[src/rtl/bcp_pkg.sv]
// package: register map, field positions, reset values and timing counts
package bcp_pkg;

	localparam int ADDR_W = 12;
	localparam int DATA_W = 32;
	localparam int REG_W = 16;

	// register byte addresses
	localparam logic [ADDR_W-1:0] CTRL_OFS = 12'h000;
	localparam logic [ADDR_W-1:0] STAT_OFS = 12'h004;

	// field positions in bus_area_control_primary
	localparam int ADDR_PULLUP_BIT = 15;
	localparam int DATA_PULLUP_BIT = 14;
	localparam int STANDBY_FLOAT_BIT = 13;
	localparam int STROBE_FLOAT_BIT = 12;
	localparam int BYTE_ORDER_BIT = 11;
	localparam int AREA0_BURST_LSB = 9;
	localparam int AREA5_BURST_LSB = 7;
	localparam int AREA6_BURST_LSB = 5;
	localparam int AREA23_TYPE_LSB = 2;
	localparam int AREA5_CARD_BIT = 1;
	localparam int AREA6_CARD_BIT = 0;

	localparam logic [REG_W-1:0] CTRL_RESET = 16'h0000;

	// status register layout width
	localparam int STAT_W = 8;

	// address pull-up window after bus acknowledge, in cycles
	localparam logic [2:0] ADDR_PULLUP_CYCLES = 3'h4;

	localparam logic [1:0] RESP_OKAY = 2'h0;
	localparam logic [1:0] RESP_SLVERR = 2'h2;

endpackage : bcp_pkg

[src/rtl/bcp_pin_if.sv]
// interface: pin configuration from the register file and pin status back
`timescale 1ns/10ps
`default_nettype none
interface bcp_pin_if;
	import bcp_pkg::*;
	logic addr_pullup_sel;
	logic data_pullup_sel;
	logic standby_high_sel;
	logic strobe_drive_sel;
	logic [STAT_W-1:0] status;
	modport regs (output addr_pullup_sel, output data_pullup_sel, output standby_high_sel,
		output strobe_drive_sel, input status);
	modport pins (input addr_pullup_sel, input data_pullup_sel, input standby_high_sel,
		input strobe_drive_sel, output status);
endinterface : bcp_pin_if
`default_nettype wire

[src/rtl/bcp_sync.sv]
// two-flop synchroniser for a group of independent levels
`timescale 1ns/10ps
`default_nettype none
module bcp_sync #(
	parameter int W = 1
) (
	input wire logic clk_i,
	input wire logic [W-1:0] d_i,
	output logic [W-1:0] q_o
);
	logic [W-1:0] meta_q;
	// no reset: the chain must keep sampling the strap while reset is held
	always_ff @(posedge clk_i) begin
		meta_q <= d_i;
		q_o <= meta_q;
	end
endmodule : bcp_sync
`default_nettype wire

[src/rtl/bcp_pin_ctrl.sv]
// pin state control: pull-ups, standby float or drive, strobe float or drive
`timescale 1ns/10ps
`default_nettype none
module bcp_pin_ctrl
	import bcp_pkg::*;
(
	input wire logic clk_i,
	input wire logic rst_i,
	bcp_pin_if.pins cfg,
	// synchronised levels
	input wire logic standby_i,
	input wire logic bus_ack_i,
	input wire logic data_busy_i,
	input wire logic manual_rst_i,
	// pin controls
	output logic addr_pullup_o,
	output logic data_pullup_o,
	output logic mem_ctrl_hiz_o,
	output logic mem_ctrl_high_o,
	output logic strobe_hiz_o,
	output logic strobe_drive_o
);
	logic bus_ack_q;
	logic [2:0] pull_cnt_q;
	logic [2:0] pull_cnt_d;
	wire ack_rise = bus_ack_i & ~bus_ack_q;
	wire strobe_idle = standby_i | bus_ack_i;

	always_comb begin
		pull_cnt_d = pull_cnt_q;
		if (manual_rst_i) begin
			pull_cnt_d = 3'h0;
		end else if (ack_rise && cfg.addr_pullup_sel) begin
			pull_cnt_d = ADDR_PULLUP_CYCLES;
		end else if (pull_cnt_q != 3'h0) begin
			pull_cnt_d = pull_cnt_q - 3'h1;
		end
	end

	always_ff @(posedge clk_i) begin
		if (rst_i) begin
			bus_ack_q <= 1'b0;
			pull_cnt_q <= 3'h0;
			addr_pullup_o <= 1'b0;
			data_pullup_o <= 1'b0;
			mem_ctrl_hiz_o <= 1'b0;
			mem_ctrl_high_o <= 1'b0;
			strobe_hiz_o <= 1'b0;
			strobe_drive_o <= 1'b0;
		end else begin
			bus_ack_q <= bus_ack_i;
			pull_cnt_q <= pull_cnt_d;
			addr_pullup_o <= pull_cnt_d != 3'h0;
			data_pullup_o <= cfg.data_pullup_sel & ~data_busy_i;
			mem_ctrl_hiz_o <= standby_i & ~cfg.standby_high_sel;
			mem_ctrl_high_o <= standby_i & cfg.standby_high_sel;
			strobe_hiz_o <= strobe_idle & ~cfg.strobe_drive_sel;
			strobe_drive_o <= strobe_idle & cfg.strobe_drive_sel;
		end
	end

	assign cfg.status = {strobe_drive_o, strobe_hiz_o, mem_ctrl_high_o, mem_ctrl_hiz_o,
		data_pullup_o, addr_pullup_o, bus_ack_i, standby_i};
endmodule : bcp_pin_ctrl
`default_nettype wire

[src/rtl/bcp_top.sv]
// bus area control register with axi4-lite access and pin state control
`timescale 1ns/10ps
`default_nettype none
module bcp_top (
	// clock and power-on reset
	input wire logic CORE_CLK_I,
	input wire logic RST_I,
	// axi4-lite write address
	input wire logic [bcp_pkg::ADDR_W-1:0] S_AXI_AWADDR_I,
	input wire logic [2:0] S_AXI_AWPROT_I,
	input wire logic S_AXI_AWVALID_I,
	output logic S_AXI_AWREADY_O,
	// axi4-lite write data
	input wire logic [bcp_pkg::DATA_W-1:0] S_AXI_WDATA_I,
	input wire logic [bcp_pkg::DATA_W/8-1:0] S_AXI_WSTRB_I,
	input wire logic S_AXI_WVALID_I,
	output logic S_AXI_WREADY_O,
	// axi4-lite write response
	output logic [1:0] S_AXI_BRESP_O,
	output logic S_AXI_BVALID_O,
	input wire logic S_AXI_BREADY_I,
	// axi4-lite read address
	input wire logic [bcp_pkg::ADDR_W-1:0] S_AXI_ARADDR_I,
	input wire logic [2:0] S_AXI_ARPROT_I,
	input wire logic S_AXI_ARVALID_I,
	output logic S_AXI_ARREADY_O,
	// axi4-lite read data
	output logic [bcp_pkg::DATA_W-1:0] S_AXI_RDATA_O,
	output logic [1:0] S_AXI_RRESP_O,
	output logic S_AXI_RVALID_O,
	input wire logic S_AXI_RREADY_I,
	// device state pins
	input wire logic STANDBY_I,
	input wire logic BUS_ACK_I,
	input wire logic DATA_BUS_BUSY_I,
	input wire logic MANUAL_RST_I,
	input wire logic BYTE_ORDER_STRAP_PIN_I,
	// pin state controls
	output logic ADDR_PULLUP_O,
	output logic DATA_PULLUP_O,
	output logic MEM_CTRL_HIZ_O,
	output logic MEM_CTRL_HIGH_O,
	output logic STROBE_HIZ_O,
	output logic STROBE_DRIVE_O,
	// area configuration
	output logic LITTLE_ENDIAN_O,
	output logic [1:0] AREA0_BURST_O,
	output logic [1:0] AREA5_BURST_O,
	output logic [1:0] AREA6_BURST_O,
	output logic [2:0] AREA23_MEM_TYPE_O,
	output logic AREA5_CARD_SPACE_O,
	output logic AREA6_CARD_SPACE_O
);
	import bcp_pkg::*;

	////////////////////////////////////////////////////////////////////////////
	// address decode

	function automatic logic is_reg(input logic [ADDR_W-1:0] addr, input logic [ADDR_W-1:0] ofs);
		is_reg = addr[ADDR_W-1:2] == ofs[ADDR_W-1:2];
	endfunction : is_reg

	// mapped offsets answer okay, every other word a slave error with no effect
	// byte-address bits 1:0 never reach the decode, so any byte of a word hits it
	function automatic logic [1:0] resp_for(input logic hit);
		resp_for = hit ? RESP_OKAY : RESP_SLVERR;
	endfunction : resp_for

	////////////////////////////////////////////////////////////////////////////
	// pin synchronisers

	logic [4:0] pins_s;
	logic standby_s;
	logic bus_ack_s;
	logic data_busy_s;
	logic manual_rst_s;
	logic strap_s;
	logic [4:0] pins_raw;

	// every pin is asynchronous to the core clock; nothing reads it before the second flop
	// the strap keeps flowing through the chain while reset is held, so reset captures it
	assign pins_raw = {BYTE_ORDER_STRAP_PIN_I, MANUAL_RST_I, DATA_BUS_BUSY_I, BUS_ACK_I, STANDBY_I};

	bcp_sync #(.W(5)) u_sync (
		.clk_i(CORE_CLK_I),
		.d_i(pins_raw),
		.q_o(pins_s)
	);

	assign standby_s = pins_s[0];
	assign bus_ack_s = pins_s[1];
	assign data_busy_s = pins_s[2];
	assign manual_rst_s = pins_s[3];
	assign strap_s = pins_s[4];

	////////////////////////////////////////////////////////////////////////////
	// write channel

	logic aw_have_q;
	logic w_have_q;
	logic [ADDR_W-1:0] aw_addr_q;
	logic [DATA_W-1:0] w_data_q;
	logic [DATA_W/8-1:0] w_strb_q;
	logic bvalid_q;
	logic [1:0] bresp_q;
	logic awready_q;
	logic wready_q;

	wire aw_take = S_AXI_AWVALID_I & awready_q;
	wire w_take = S_AXI_WVALID_I & wready_q;
	wire b_done = bvalid_q & S_AXI_BREADY_I;
	wire wr_fire = aw_have_q & w_have_q & ~bvalid_q;
	wire wr_hit_ctrl = is_reg(aw_addr_q, CTRL_OFS);
	wire wr_hit_stat = is_reg(aw_addr_q, STAT_OFS);
	wire wr_hit = wr_hit_ctrl | wr_hit_stat;
	wire [1:0] bresp_d = resp_for(wr_hit);
	wire aw_have_d = (aw_have_q | aw_take) & ~wr_fire;
	wire w_have_d = (w_have_q | w_take) & ~wr_fire;
	wire bvalid_d = (bvalid_q & ~b_done) | wr_fire;

	// address and data are parked independently and the write fires once both are held;
	// the owed response blocks both readies, so a second write cannot overtake it
	always_ff @(posedge CORE_CLK_I) begin
		if (RST_I) begin
			aw_have_q <= 1'b0;
			w_have_q <= 1'b0;
			aw_addr_q <= '0;
			w_data_q <= '0;
			w_strb_q <= '0;
			bvalid_q <= 1'b0;
			bresp_q <= RESP_OKAY;
			awready_q <= 1'b0;
			wready_q <= 1'b0;
		end else begin
			aw_have_q <= aw_have_d;
			w_have_q <= w_have_d;
			if (aw_take) begin
				aw_addr_q <= S_AXI_AWADDR_I;
			end
			if (w_take) begin
				w_data_q <= S_AXI_WDATA_I;
				w_strb_q <= S_AXI_WSTRB_I;
			end
			bvalid_q <= bvalid_d;
			if (wr_fire) begin
				bresp_q <= bresp_d;
			end
			// one write at a time: no new address or data while a response is owed
			awready_q <= ~aw_have_d & ~bvalid_d;
			wready_q <= ~w_have_d & ~bvalid_d;
		end
	end

	////////////////////////////////////////////////////////////////////////////
	// control register

	logic [REG_W-1:0] ctrl_q;
	logic [REG_W-1:0] ctrl_d;
	wire [REG_W-1:0] wr_mask;
	// a write lands in the control register only when it is the word addressed
	wire ctrl_wr = wr_fire & wr_hit_ctrl;

	// one strobe per byte lane of the register; lanes above the register width are ignored
	for (genvar g = 0; g < REG_W/8; g++) begin : g_lane
		assign wr_mask[g*8 +: 8] = {8{w_strb_q[g]}};
	end

	always_comb begin
		ctrl_d = ctrl_q;
		if (ctrl_wr) begin
			ctrl_d = (ctrl_q & ~wr_mask) | (w_data_q[REG_W-1:0] & wr_mask);
		end
		// the byte-order bit is copied from its own flop, so no write path reaches it
		ctrl_d[BYTE_ORDER_BIT] = ctrl_q[BYTE_ORDER_BIT];
	end

	// only the power-on reset reaches this register; manual reset and standby
	// are plain pins that it never looks at
	always_ff @(posedge CORE_CLK_I) begin
		if (RST_I) begin
			ctrl_q <= CTRL_RESET;
			ctrl_q[BYTE_ORDER_BIT] <= strap_s;
		end else begin
			ctrl_q <= ctrl_d;
		end
	end

	////////////////////////////////////////////////////////////////////////////
	// read channel

	logic arready_q;
	logic rvalid_q;
	logic [DATA_W-1:0] rdata_q;
	logic [1:0] rresp_q;
	logic [STAT_W-1:0] pin_status;

	wire ar_take = S_AXI_ARVALID_I & arready_q;
	wire r_done = rvalid_q & S_AXI_RREADY_I;
	wire rd_hit_ctrl = is_reg(S_AXI_ARADDR_I, CTRL_OFS);
	wire rd_hit_stat = is_reg(S_AXI_ARADDR_I, STAT_OFS);
	wire rd_hit = rd_hit_ctrl | rd_hit_stat;
	wire [1:0] rresp_d = resp_for(rd_hit);
	wire [DATA_W-1:0] rd_ctrl_word = {{(DATA_W-REG_W){1'b0}}, ctrl_q};
	wire [DATA_W-1:0] rd_stat_word = {{(DATA_W-STAT_W){1'b0}}, pin_status};

	// the read word is captured with the address, so a later pin change never tears it
	wire [DATA_W-1:0] rd_word = rd_hit_ctrl ? rd_ctrl_word : rd_hit_stat ? rd_stat_word : '0;

	// one read at a time: ready falls with the take and rises again when the data is taken

	always_ff @(posedge CORE_CLK_I) begin
		if (RST_I) begin
			arready_q <= 1'b0;
			rvalid_q <= 1'b0;
			rdata_q <= '0;
			rresp_q <= RESP_OKAY;
		end else begin
			if (ar_take) begin
				arready_q <= 1'b0;
				rvalid_q <= 1'b1;
				rdata_q <= rd_word;
				rresp_q <= rresp_d;
			end else if (r_done) begin
				rvalid_q <= 1'b0;
				arready_q <= 1'b1;
			end else if (!rvalid_q) begin
				arready_q <= 1'b1;
			end
		end
	end

	assign S_AXI_AWREADY_O = awready_q;
	assign S_AXI_WREADY_O = wready_q;
	assign S_AXI_BVALID_O = bvalid_q;
	assign S_AXI_BRESP_O = bresp_q;
	assign S_AXI_ARREADY_O = arready_q;
	assign S_AXI_RVALID_O = rvalid_q;
	assign S_AXI_RDATA_O = rdata_q;
	assign S_AXI_RRESP_O = rresp_q;

	////////////////////////////////////////////////////////////////////////////
	// pin state control

	// four select bits go out to the pin controller, eight status bits come back;
	// the status word is read only, writes to it are answered but change nothing
	bcp_pin_if u_pin_if ();

	assign u_pin_if.addr_pullup_sel = ctrl_q[ADDR_PULLUP_BIT];
	assign u_pin_if.data_pullup_sel = ctrl_q[DATA_PULLUP_BIT];
	assign u_pin_if.standby_high_sel = ctrl_q[STANDBY_FLOAT_BIT];
	assign u_pin_if.strobe_drive_sel = ctrl_q[STROBE_FLOAT_BIT];
	assign pin_status = u_pin_if.status;

	bcp_pin_ctrl u_pin_ctrl (
		.clk_i(CORE_CLK_I),
		.rst_i(RST_I),
		.cfg(u_pin_if.pins),
		.standby_i(standby_s),
		.bus_ack_i(bus_ack_s),
		.data_busy_i(data_busy_s),
		.manual_rst_i(manual_rst_s),
		.addr_pullup_o(ADDR_PULLUP_O),
		.data_pullup_o(DATA_PULLUP_O),
		.mem_ctrl_hiz_o(MEM_CTRL_HIZ_O),
		.mem_ctrl_high_o(MEM_CTRL_HIGH_O),
		.strobe_hiz_o(STROBE_HIZ_O),
		.strobe_drive_o(STROBE_DRIVE_O)
	);

	////////////////////////////////////////////////////////////////////////////
	// area configuration, straight from the register

	// a flag of one means little-endian for every physical space
	assign LITTLE_ENDIAN_O = ctrl_q[BYTE_ORDER_BIT];
	// burst fields pass on untouched; burst lengths are decided by the cycle engine
	assign AREA0_BURST_O = ctrl_q[AREA0_BURST_LSB +: 2];
	assign AREA5_BURST_O = ctrl_q[AREA5_BURST_LSB +: 2];
	assign AREA6_BURST_O = ctrl_q[AREA6_BURST_LSB +: 2];
	// reserved type codes are stored as written; the cycle engine must not use them
	assign AREA23_MEM_TYPE_O = ctrl_q[AREA23_TYPE_LSB +: 3];
	// a card bit of one selects card-interface cycles for its area
	assign AREA5_CARD_SPACE_O = ctrl_q[AREA5_CARD_BIT];
	assign AREA6_CARD_SPACE_O = ctrl_q[AREA6_CARD_BIT];

	// protection bits and the upper write half carry no meaning for this slave
	wire unused_prot = ^{S_AXI_AWPROT_I, S_AXI_ARPROT_I};
	wire unused_wdata = ^{w_data_q[DATA_W-1:REG_W], w_strb_q[DATA_W/8-1:2]};

endmodule : bcp_top
`default_nettype wire

[config.mk]
export PLATFORM = sky130hd
export DESIGN_NAME = bcp_top
export DESIGN_NICKNAME = d
export VERILOG_FILES = /design/src/rtl/bcp_pkg.sv /design/src/rtl/bcp_pin_if.sv /design/src/rtl/bcp_sync.sv /design/src/rtl/bcp_pin_ctrl.sv /design/src/rtl/bcp_top.sv
export SDC_FILE = /design/constraint.sdc
export NUM_CORES = 1
export LEC_CHECK = 0
export BUFFER_PORTS_ARGS = -buffer_cell sky130_fd_sc_hd__buf_2
export CORE_ASPECT_RATIO = 0.9
export CORE_MARGIN = 2
export CORE_UTILIZATION = 46
export CTS_BUF_LIST = sky130_fd_sc_hd__clkbuf_4
export CTS_CLUSTER_DIAMETER = 100
export DETAILED_ROUTE_END_ITERATION = 10
export MAX_ROUTING_LAYER = met4
export PLACE_DENSITY = 0.86
export RECOVER_POWER = 100
export SLEW_MARGIN = 0
export SYNTH_ARGS = -nofsm -noshare
export SYNTH_HDL_FRONTEND = slang
export SYNTH_SLANG_ARGS = --single-unit
export TNS_END_PERCENT = 5
[constraint.sdc]
create_clock -name CORE_CLK_I -period 2.8 [get_ports CORE_CLK_I]
set_clock_uncertainty 0.05 [all_clocks]
set_input_delay 0.14 -clock CORE_CLK_I [delete_from_list [all_inputs] [get_ports CORE_CLK_I]]
set_output_delay 0.14 -clock CORE_CLK_I [all_outputs]
set_load 0.02 [all_outputs]
==> impl_metrics.toml, run 1 <==
[outcome]
status = "finished clean"

[clocking]
cts_root_buf = "clkbuf_4"
cts_tree = "yes"
cts_sinks = 88
cts_buffers = 9
clkTransAtPathRegs_ns = 0.14
cts_setup_buffers = 0
htreeDepth = 3
clkLatencyLatePin_ns = 0.41
clk_path_buf_depth = 2

[power]
power_mw = 2.25
vdd_drop_max_v = 0.000226
power.density_nw_per_um2 = 532
leakage_nw = 1.63

[worst_setup_path]
path_max_fanout = 8
required_ns = 3.10
critPathCaptureType = "flop"
reg2reg_depth = 3
arrival_ns = 2.58
startpoint = "aw_addr_q[8]"
r2r_slack_ns = 0.51
timing.rr.start = "aw_addr_q[8]"
critPathLaunchType = "flop"
critPathKind = "reg -> reg"

[route]
drt-initial-drc-count = 79
ant_nets = 0
wire_per_inst_um = 12.6
drc = 0
viasPerCell = 4.79
num_vias = 2767
wirelength_um = 7260
dr.pass1.iters = 4

[global_routing]
grt_pass1_vias = 2579
grt_max_degree = 70
grt_overflow = 0
antenna_found_initial = 0
grt_use_total = 0.192
grt_first_pass_wirelength_um = 11900

[synth]
syn_inst = 358
synthArstFlopShare = 0
ys_warn_count = 0
syn_area_per_cell_sq_um = 9.33
yosysSeqAreaShare = 0.531
synth-edff-count = 1
ys_ff_latch = 88
yosysUniqueCellTypes = 35
synth_ff_type = "dfxtp_1"
netlist_area_sq_um = 3340

[final_layout]
stdcell_count = 578
finalNetCount = 561
area_growth_pct = 26.7
antenna_cells = 0
drive_gt1_frac = 0.140
fillers = 638

[floorplan]
die_w_um = 93.8
io_pins = 137
die_area_sq_um = 7960
start_util = 0.474
num_rows = 29
die_h_um = 84.8
core_area_sq_um = 7040

[sta]
fmax_mhz = 438
setup_viol = 0
drv_slew = 0
period_minus_slack_ns = 2.29
finalCritPeriodShare = 0.816
rsz0062_at_grt = "no"
tightest_slew_ns = 1.27
finalHoldViolations = 0
setup_tns_ns = 0
holdWs_ns = 0.147
relSlewSlack = 0.152

[min_path]
hold_path.class = "in -> reg"

[job]
drv_cap = 0

[placement]
finalWeightedCongestion = 0.793
place.port_buffers = 89
dp.final_hpwl_um = 5050
dp.cells = 525
==> synth_stat cells (2+ instances only) <==
cell type	n	share of area
inv_1	5	0.0056
nor2b_1	4	0.0075
and3b_1	3	0.0079
buf_1	2	0.0022
mux2i_1	24	0.072
clkbuf_1	13	0.015
dfxtp_1	87	0.52
o21a_1	2	0.0045
and2_1	2	0.0037
nand2b_1	39	0.073
buf_4	18	0.040
o21ai_0	15	0.022
nor2_1	11	0.012
nor4_4	2	0.013
nor4_1	3	0.0056
ha_1	3	0.011
nor3_1	6	0.0090
nand2_1	73	0.082
a21oi_1	30	0.045
==> layer usage <==
layer	global-route usage	share of wire	vias to the layer above
li1	-	-	1400
met1	0.247	0.47	1249
met2	0.297	0.45	103
met3	0.0302	0.065	15
met4	0.0909	0.022	0
met5	-	0	-
==> worst min path at each step <==
stage,startpoint,depth (start not counted),endpoint,slack [ns]
detailed placement,MANUAL_RST_I,1,u_sync.meta_q[3],0.20
global route,S_AXI_ARADDR_I[2],2,S_AXI_RDATA_O[12],0.17
finish,S_AXI_ARADDR_I[10],4,S_AXI_RRESP_O[1],0.15
floorplan,STANDBY_I,0,u_sync.meta_q[0],0.12
CTS,S_AXI_ARADDR_I[10],4,S_AXI_RRESP_O[1],0.12
global placement,BUS_ACK_I,1,u_sync.meta_q[1],0.19
==> worst max-delay path, stage by stage (launching register included) <==
cell and delay, ns:
dfxtp_1 0.35, or4_4 0.57, nor4_2 0.96, mux2i_1 0.29
==> placed cells by master, fill, tap and decap left out, types with 3 or more instances in the layout <==
cell type      count
conb_1            18
nand2_1           73
nor3_1             6
dfxtp_1           87
buf_2             47
dlygate4sd3_1     37
mux2i_1           24
a21oi_1           30
nand2b_1          39
nor2b_1            4
inv_1              5
clkbuf_4          10
o21ai_0           15
ha_1               3
and3b_1            3
nor4_1             3
clkbuf_1          42
nor2_1            11
==> report_power, final <==
part           switching [mW]  internal, mW
registers              0.0224          1.29
logic                   0.122         0.103
clock network           0.424         0.287
total                   0.568          1.68
==> stage by stage <==
stage | setup slack (ns) | instance area [sq um] | util
2_1_floorplan | 1.07 | 3400 | -
3_3_place_gp | 0.937 | 3780 | 0.537
3_5_place_dp | 0.887 | 3780 | 0.537
4_1_cts | 0.843 | 4290 | 0.610
5_1_grt | 0.405 | 4230 | 0.601
6_report | 0.515 | 4230 | 0.601
==> cell type report <==
| class | count | area, sq um | area share |
|---|---|---|---|
| clock buffer | 10 | 75.1 | 0.0177 |
| clock inverter | 6 | 67.6 | 0.0160 |
| inverter | 5 | 18.8 | 0.00444 |
| multi-input combinational | 249 | 1410 | 0.334 |
| sequential | 88 | 1770 | 0.419 |
| tap | 93 | 116 | 0.0275 |
| timing repair buffer | 127 | 768 | 0.182 |
==> what timing repair did <==
item / in CTS / in global routing
hold buffers: 37 / 0
setup endpoints to repair: 0 / 0
hold endpoints to repair: 37 / 0
resized for setup: 0 / 0
==> cells by family (layout without fill, tap and decap cells) <==
family          after synthesis  in the layout  share of synthesized area
simple gates                152            152                      0.238
flops                        88             88                      0.531
compound gates               51             51                     0.0813
buf+inv                      38            148                     0.0629
mux                          24             24                     0.0719
fa+ha+maj                     3              3                     0.0112
other cells                   1             18                    0.00112
xor+xnor                      1              1                    0.00262
(Power assumes the default switching activity.)
==> run 2, diff against run 1 <==
- ABC_AREA: not set -> 1
- clock period: 2.8 -> 2.15 ns (I/O delays scaled with it)
==> run 2 against run 1 <==
Sequential share of layout area fell by 0.68 points. Non-clock buffer count is 3 higher. Worst hold slack got worse by 0.10 ns. Register-to-register slack gained 0.03 ns. Clock power grew 46%. Sequential cell count stayed put. First-iteration DRC count rose by 150%. Worst setup slack better by 0.035 ns. Global-route usage rose by 1.3 points.
==> impl_metrics.toml, run 2 <==
[sta]
tightest_slew_ns = 1.04
setup_viol = 0
relSlewSlack = 0.307
period_minus_slack_ns = 1.60
setup_tns_ns = 0
drv_slew = 0
finalHoldViolations = 0
rsz0062_at_grt = "no"
finalCritPeriodShare = 0.744
fmax_mhz = 625

[worst_setup_path]
r2r_slack_ns = 0.55
rr_endpoint = "S_AXI_RDATA_O[0]"
critPathLaunchType = "flop"
arrival_ns = 1.89
startpoint = "S_AXI_ARREADY_O"
endpoint = "S_AXI_RDATA_O[0]"
timing.rr.start = "S_AXI_ARREADY_O"
reg2reg_depth = 6
critPathCaptureType = "flop"
required_ns = 2.44
critPathKind = "reg -> reg"
path_max_fanout = 17

[floorplan]
start_util = 0.478
die_h_um = 85.6
io_pins = 137
num_rows = 29
die_area_sq_um = 8090
die_w_um = 94.6
core_area_sq_um = 7110

[power]
vdd_drop_max_v = 0.000303
p_sw_mw = 0.814
seqPwrFrac = 0.557
power.density_nw_per_um2 = 729
leakage_nw = 1.99
swShare = 0.259
clkPwrFrac = 0.330
internal_power_mw = 2.32
comb_power_share = 0.113

[synth]
synthArstFlopShare = 0
yosys.area_share.simple = 0.298
synth_top_area_cell = "dfxtp_1"
synth-xor-area-share = 0.00258
yosysSeqAreaShare = 0.521
ys_ff_latch = 88
synth_top_area_share = 0.512
synth_mux_area_frac = 0
syn_area_per_cell_sq_um = 7.80
ys_warn_count = 0
synth-edff-count = 1
syn_inst = 436
synth_ff_type = "dfxtp_1"
yosysUniqueCellTypes = 29
synth_top_family_by_area = "simple AND/OR/NAND/NOR gates"
synth_most_common_cell = "nor2_1"
synth_fa_ha_area_frac = 0.0110
netlist_top_cells_count = "116 x nor2_1, 87 x dfxtp_1, 72 x nand2_1, 36 x inv_1, 30 x o21ai_0"
synth.top_cells.by_area = "dfxtp_1 51%, nor2_1 13%, nand2_1 7.9%, o21ai_0 4.4%, buf_4 4.0%"
netlist_area_sq_um = 3400
synth_compound_area_frac = 0.0604

[clocking]
cts_setup_buffers = 0
clk_path_buf_depth = 2
cts_sinks = 88
cts_root_buf = "clkbuf_4"
cts_tree = "yes"
cts_buffers = 9
cts_resized = 0
holdBufCountCts = 36
clkLatencyLatePin_ns = 0.43
clkTransAtPathRegs_ns = 0.14
htreeDepth = 3

[route]
highest_layer = "met4"
met1_length_um = 3340
num_vias = 3095
dr.pass1.iters = 4
drt-initial-drc-count = 197
wirelength_um = 7740
viasPerCell = 4.68
drc = 0
wire_per_inst_um = 11.7
met2_length_um = 3890
ant_nets = 0
wl_met3_um = 418

[outcome]
status = "finished clean"

[final_layout]
area_growth_pct = 26.5
layout_common_cells = "118 x nor2_1, 87 x dfxtp_1, 72 x nand2_1"
finalNetCount = 644
layout_commonest_cell = "nor2_1"
design_area_sq_um = 4300
fillers = 656
antenna_cells = 0
drive_gt1_frac = 0.132

[min_path]
hold_start = "S_AXI_ARVALID_I"
hold_path.class = "in -> reg"

[global_routing]
antenna_found_initial = 0
grt_pass1_vias = 2767
grt_first_pass_wirelength_um = 12500
grt_max_degree = 24
grt_use_total = 0.205
grt_overflow = 0

[placement]
place.port_buffers = 89
placed_cell_area_sq_um = 3850
dp.final_hpwl_um = 5520
finalWeightedCongestion = 0.860

[job]
drv_cap = 0
run 2: changes by cell type after synthesis, moves of 3 or more:
cell | before | now
and3b_1 | 3 | 0
mux2i_1 | 24 | 0
a21oi_1 | 30 | 6
nand3_1 | 0 | 24
inv_1 | 5 | 36
nor2_1 | 11 | 116
clkinv_1 | 0 | 3
o21ai_0 | 15 | 30
nor2b_1 | 4 | 0
nor2_4 | 0 | 4
clkbuf_1 | 13 | 6
nand2b_1 | 39 | 0
buf_2 | 0 | 4
run 2: how the worst min path moves through the flow:
stage,endpoint,cells past startpoint
after global routing,S_AXI_RRESP_O[1],4
final,S_AXI_RRESP_O[1],4
after global placement,u_sync.meta_q[4],1
after detailed placement,u_sync.meta_q[4],1
after CTS,S_AXI_RRESP_O[1],4
after floorplan,u_sync.meta_q[0],0
run 2: cell type report:
cell class / instances / area (sq um) / area share
well taps: 93 / 116 / 0.0271
multi-input cells: 295 / 1320 / 0.307
clock inverters: 7 / 93.8 / 0.0218
clock buffers: 9 / 67.6 / 0.0157
inverters: 39 / 146 / 0.0340
flip-flops and latches: 88 / 1770 / 0.412
repair buffers: 130 / 783 / 0.182
run 2: worst max-delay path, stage by stage, from the launching register on:
cell	delay, ns
dfxtp_1	0.39
nand2_1	0.15
clkinv_1	0.09
clkbuf_1	0.51
nand3_1	0.18
nand2_1	0.10
inv_1	0.04
run 2: through the flow:
| step | instances | worst slack, ns | power (mW) | hold slack (ns) | utilization |
|---|---|---|---|---|---|
| floorplan | 453 | 0.824 | 2.01 | 0.0852 | - |
| global placement | 609 | 0.630 | 2.09 | 0.161 | 0.541 |
| detailed placement | 609 | 0.620 | 2.10 | 0.162 | 0.541 |
| CTS | 661 | 0.558 | 3.17 | 0.0300 | 0.615 |
| global route | 661 | 0.364 | 3.29 | 0.0716 | 0.605 |
| finish | 661 | 0.550 | 3.14 | 0.0467 | 0.605 |
run 2: routing by layer:
metal,vias up,GRT usage
met5,-,-
met4,0,0.0883
met3,10,0.0299
met2,92,0.331
met1,1420,0.256
li1,1573,-
run 2: power by group through the flow:
| stage | clock network (mW) | registers [mW] | logic [mW] |
|---|---|---|---|
| floorplan | 0 | 1.80 | 0.212 |
| global placement | 0 | 1.78 | 0.309 |
| detailed placement | 0 | 1.78 | 0.318 |
| CTS | 1.06 | 1.75 | 0.369 |
| global route | 1.13 | 1.76 | 0.396 |
| finish | 1.04 | 1.75 | 0.355 |
run 2: cell families after synthesis:
logic type,after synthesis
buffers and inverters,70
and+or+nand+nor,234
xor gates and xnor gates,1
AOI/OAI and AO/OA,39
DFF,88
other,1
adders and majority gates,3
==> run 3, diff against run 2 <==
- CORE_UTILIZATION: 46 -> 45
- PLACE_DENSITY: 0.86 -> 0.87
- clock period: 2.15 -> 1.4 ns (I/O delays scaled with it)
==> run 3 against run 2 <==
Die area grew 2.1%. Sequential share of layout area shrank 0.93 points. Worst setup slack lost 0.52 ns. Sequential cell count is the same. Final area grew 2.6%. Sequential power grew 54%. Critical path depth is the same. Wire length grew 2.5%. Largest cell class unchanged.
==> impl_metrics.toml, run 3 (synthesized netlist as in run 2, its figures left out) <==
[placement]
pre_cts_ws_ns = 0.0282
dp.final_hpwl_um = 5440
place.port_buffers = 89
finalWeightedCongestion = 0.894
placed_cell_area_sq_um = 3890

[min_path]
hold_path.class = "in -> reg"

[worst_setup_path]
critPathCaptureType = "flop"
crit_top_cell = "nand2_1"
critPathLaunchType = "flop"
crit_slowest_cell = "dfxtp_1"
required_ns = 1.72
arrival_ns = 1.69
cp_cell_sequence = "or2_1 -> nor2_4 -> nand3_2 -> nand2_1 -> nand2_1 -> nor2_1"
critPathKind = "reg -> reg"
cp_slowest_stage_delay_ns = 0.33
path_max_fanout = 8

[power]
seqPwrFrac = 0.570
leakage_nw = 2.03
internal_power_mw = 3.42
comb_power_share = 0.122
vdd_drop_max_v = 0.000503
p_sw_mw = 1.29
clkPwrFrac = 0.307
swShare = 0.274
power.density_nw_per_um2 = 1070

[sta]
relSlewSlack = 0.647
drv_slew = 0
rsz0062_at_grt = "yes"
period_minus_slack_ns = 1.37
fmax_mhz = 731
finalHoldViolations = 0
finalCritPeriodShare = 0.976
setup_tns_ns = 0
worst_slack_ns = 0.0329
tightest_slew_ns = 0.528
setup_viol = 0

[floorplan]
die_h_um = 86.5
num_rows = 30
die_w_um = 95.6
io_pins = 137
core_area_sq_um = 7430
start_util = 0.457
die_area_sq_um = 8270

[global_routing]
grt_first_pass_wirelength_um = 12600
grt_max_degree = 46
grt_overflow = 0
grt_pass1_vias = 2853
antenna_found_initial = 1
grt_use_total = 0.204

[route]
drt-initial-drc-count = 201
wire_per_inst_um = 11.8
dr.pass1.iters = 4
viasPerCell = 4.64
num_vias = 3119
wirelength_um = 7940
drc = 0
ant_nets = 0

[clocking]
cts_sinks = 88
clk_path_buf_depth = 2
cts_tree = "yes"
clkTransAtPathRegs_ns = 0.15
clkLatencyLatePin_ns = 0.43
cts_setup_buffers = 0
cts_buffers = 9
htreeDepth = 3
cts_root_buf = "clkbuf_4"

[final_layout]
layout_common_cells = "114 x nor2_1, 83 x dfxtp_1, 72 x nand2_1"
area_growth_pct = 29.8
design_area_sq_um = 4410
layout_commonest_cell = "nor2_1"
finalNetCount = 651
drive_gt1_frac = 0.163

[outcome]
status = "finished clean"

[job]
drv_cap = 0
## run 3: worst paths after layout
path                  endpoint               from  cells past startpoint  slack (ns)
max                       flop       aw_addr_q[8]                      6        0.03
min          S_AXI_RDATA_O[12]  S_AXI_ARADDR_I[2]                      6        0.02
max reg2reg               flop       aw_addr_q[8]                      6        0.03
min reg2reg      u_sync.q_o[2]   u_sync.meta_q[2]                      0        0.28
## run 3: area by class of cell
cell class                      instances  area, sq um
Inverter                               39          146
Fill cell                             657         3020
Clock buffer                            9         67.6
Antenna cell                            1         2.50
Sequential cell                        88         1780
Clock inverter                          7         77.6
Multi-Input combinational cell        296         1380
Timing Repair Buffer                  136          843
Tap cell                               96          120
## run 3: routing by layer
metal  global-route usage  wire (um)  share of wire
met5                    -          0              0
met4                0.123        251          0.032
met3               0.0235        499          0.063
met2                0.327       3730           0.47
met1                0.245       3460           0.44
## run 3: per-stage QoR
stage          total power [mW]  hold slack [ns]  instances   util
2_1_floorplan              3.09           0.0477        453      -
3_3_place_gp               3.21            0.123        616  0.524
3_5_place_dp               3.23            0.125        616  0.524
4_1_cts                    4.74          0.00318        670  0.595
5_1_grt                    4.93           0.0459        672  0.594
6_report                   4.71           0.0190        672  0.594
## run 3: power groups by stage
stage	registers (mW)	clock network, mW	logic (mW)
2_1_floorplan	2.76	0	0.325
3_3_place_gp	2.73	0	0.482
3_5_place_dp	2.74	0	0.498
4_1_cts	2.68	1.48	0.580
5_1_grt	2.70	1.58	0.654
6_report	2.69	1.45	0.577
## run 3: what timing repair did
item	in CTS	in global routing
endpoints found under the setup margin	0	23
hold endpoints to repair	39	0
resized for setup	0	12
hold buffers	38	0
## run 3: critical path, delay by kind of cell (launching register included)
kind	cells	cell delay (ns)
simple gates	6	0.94
flops	1	0.33
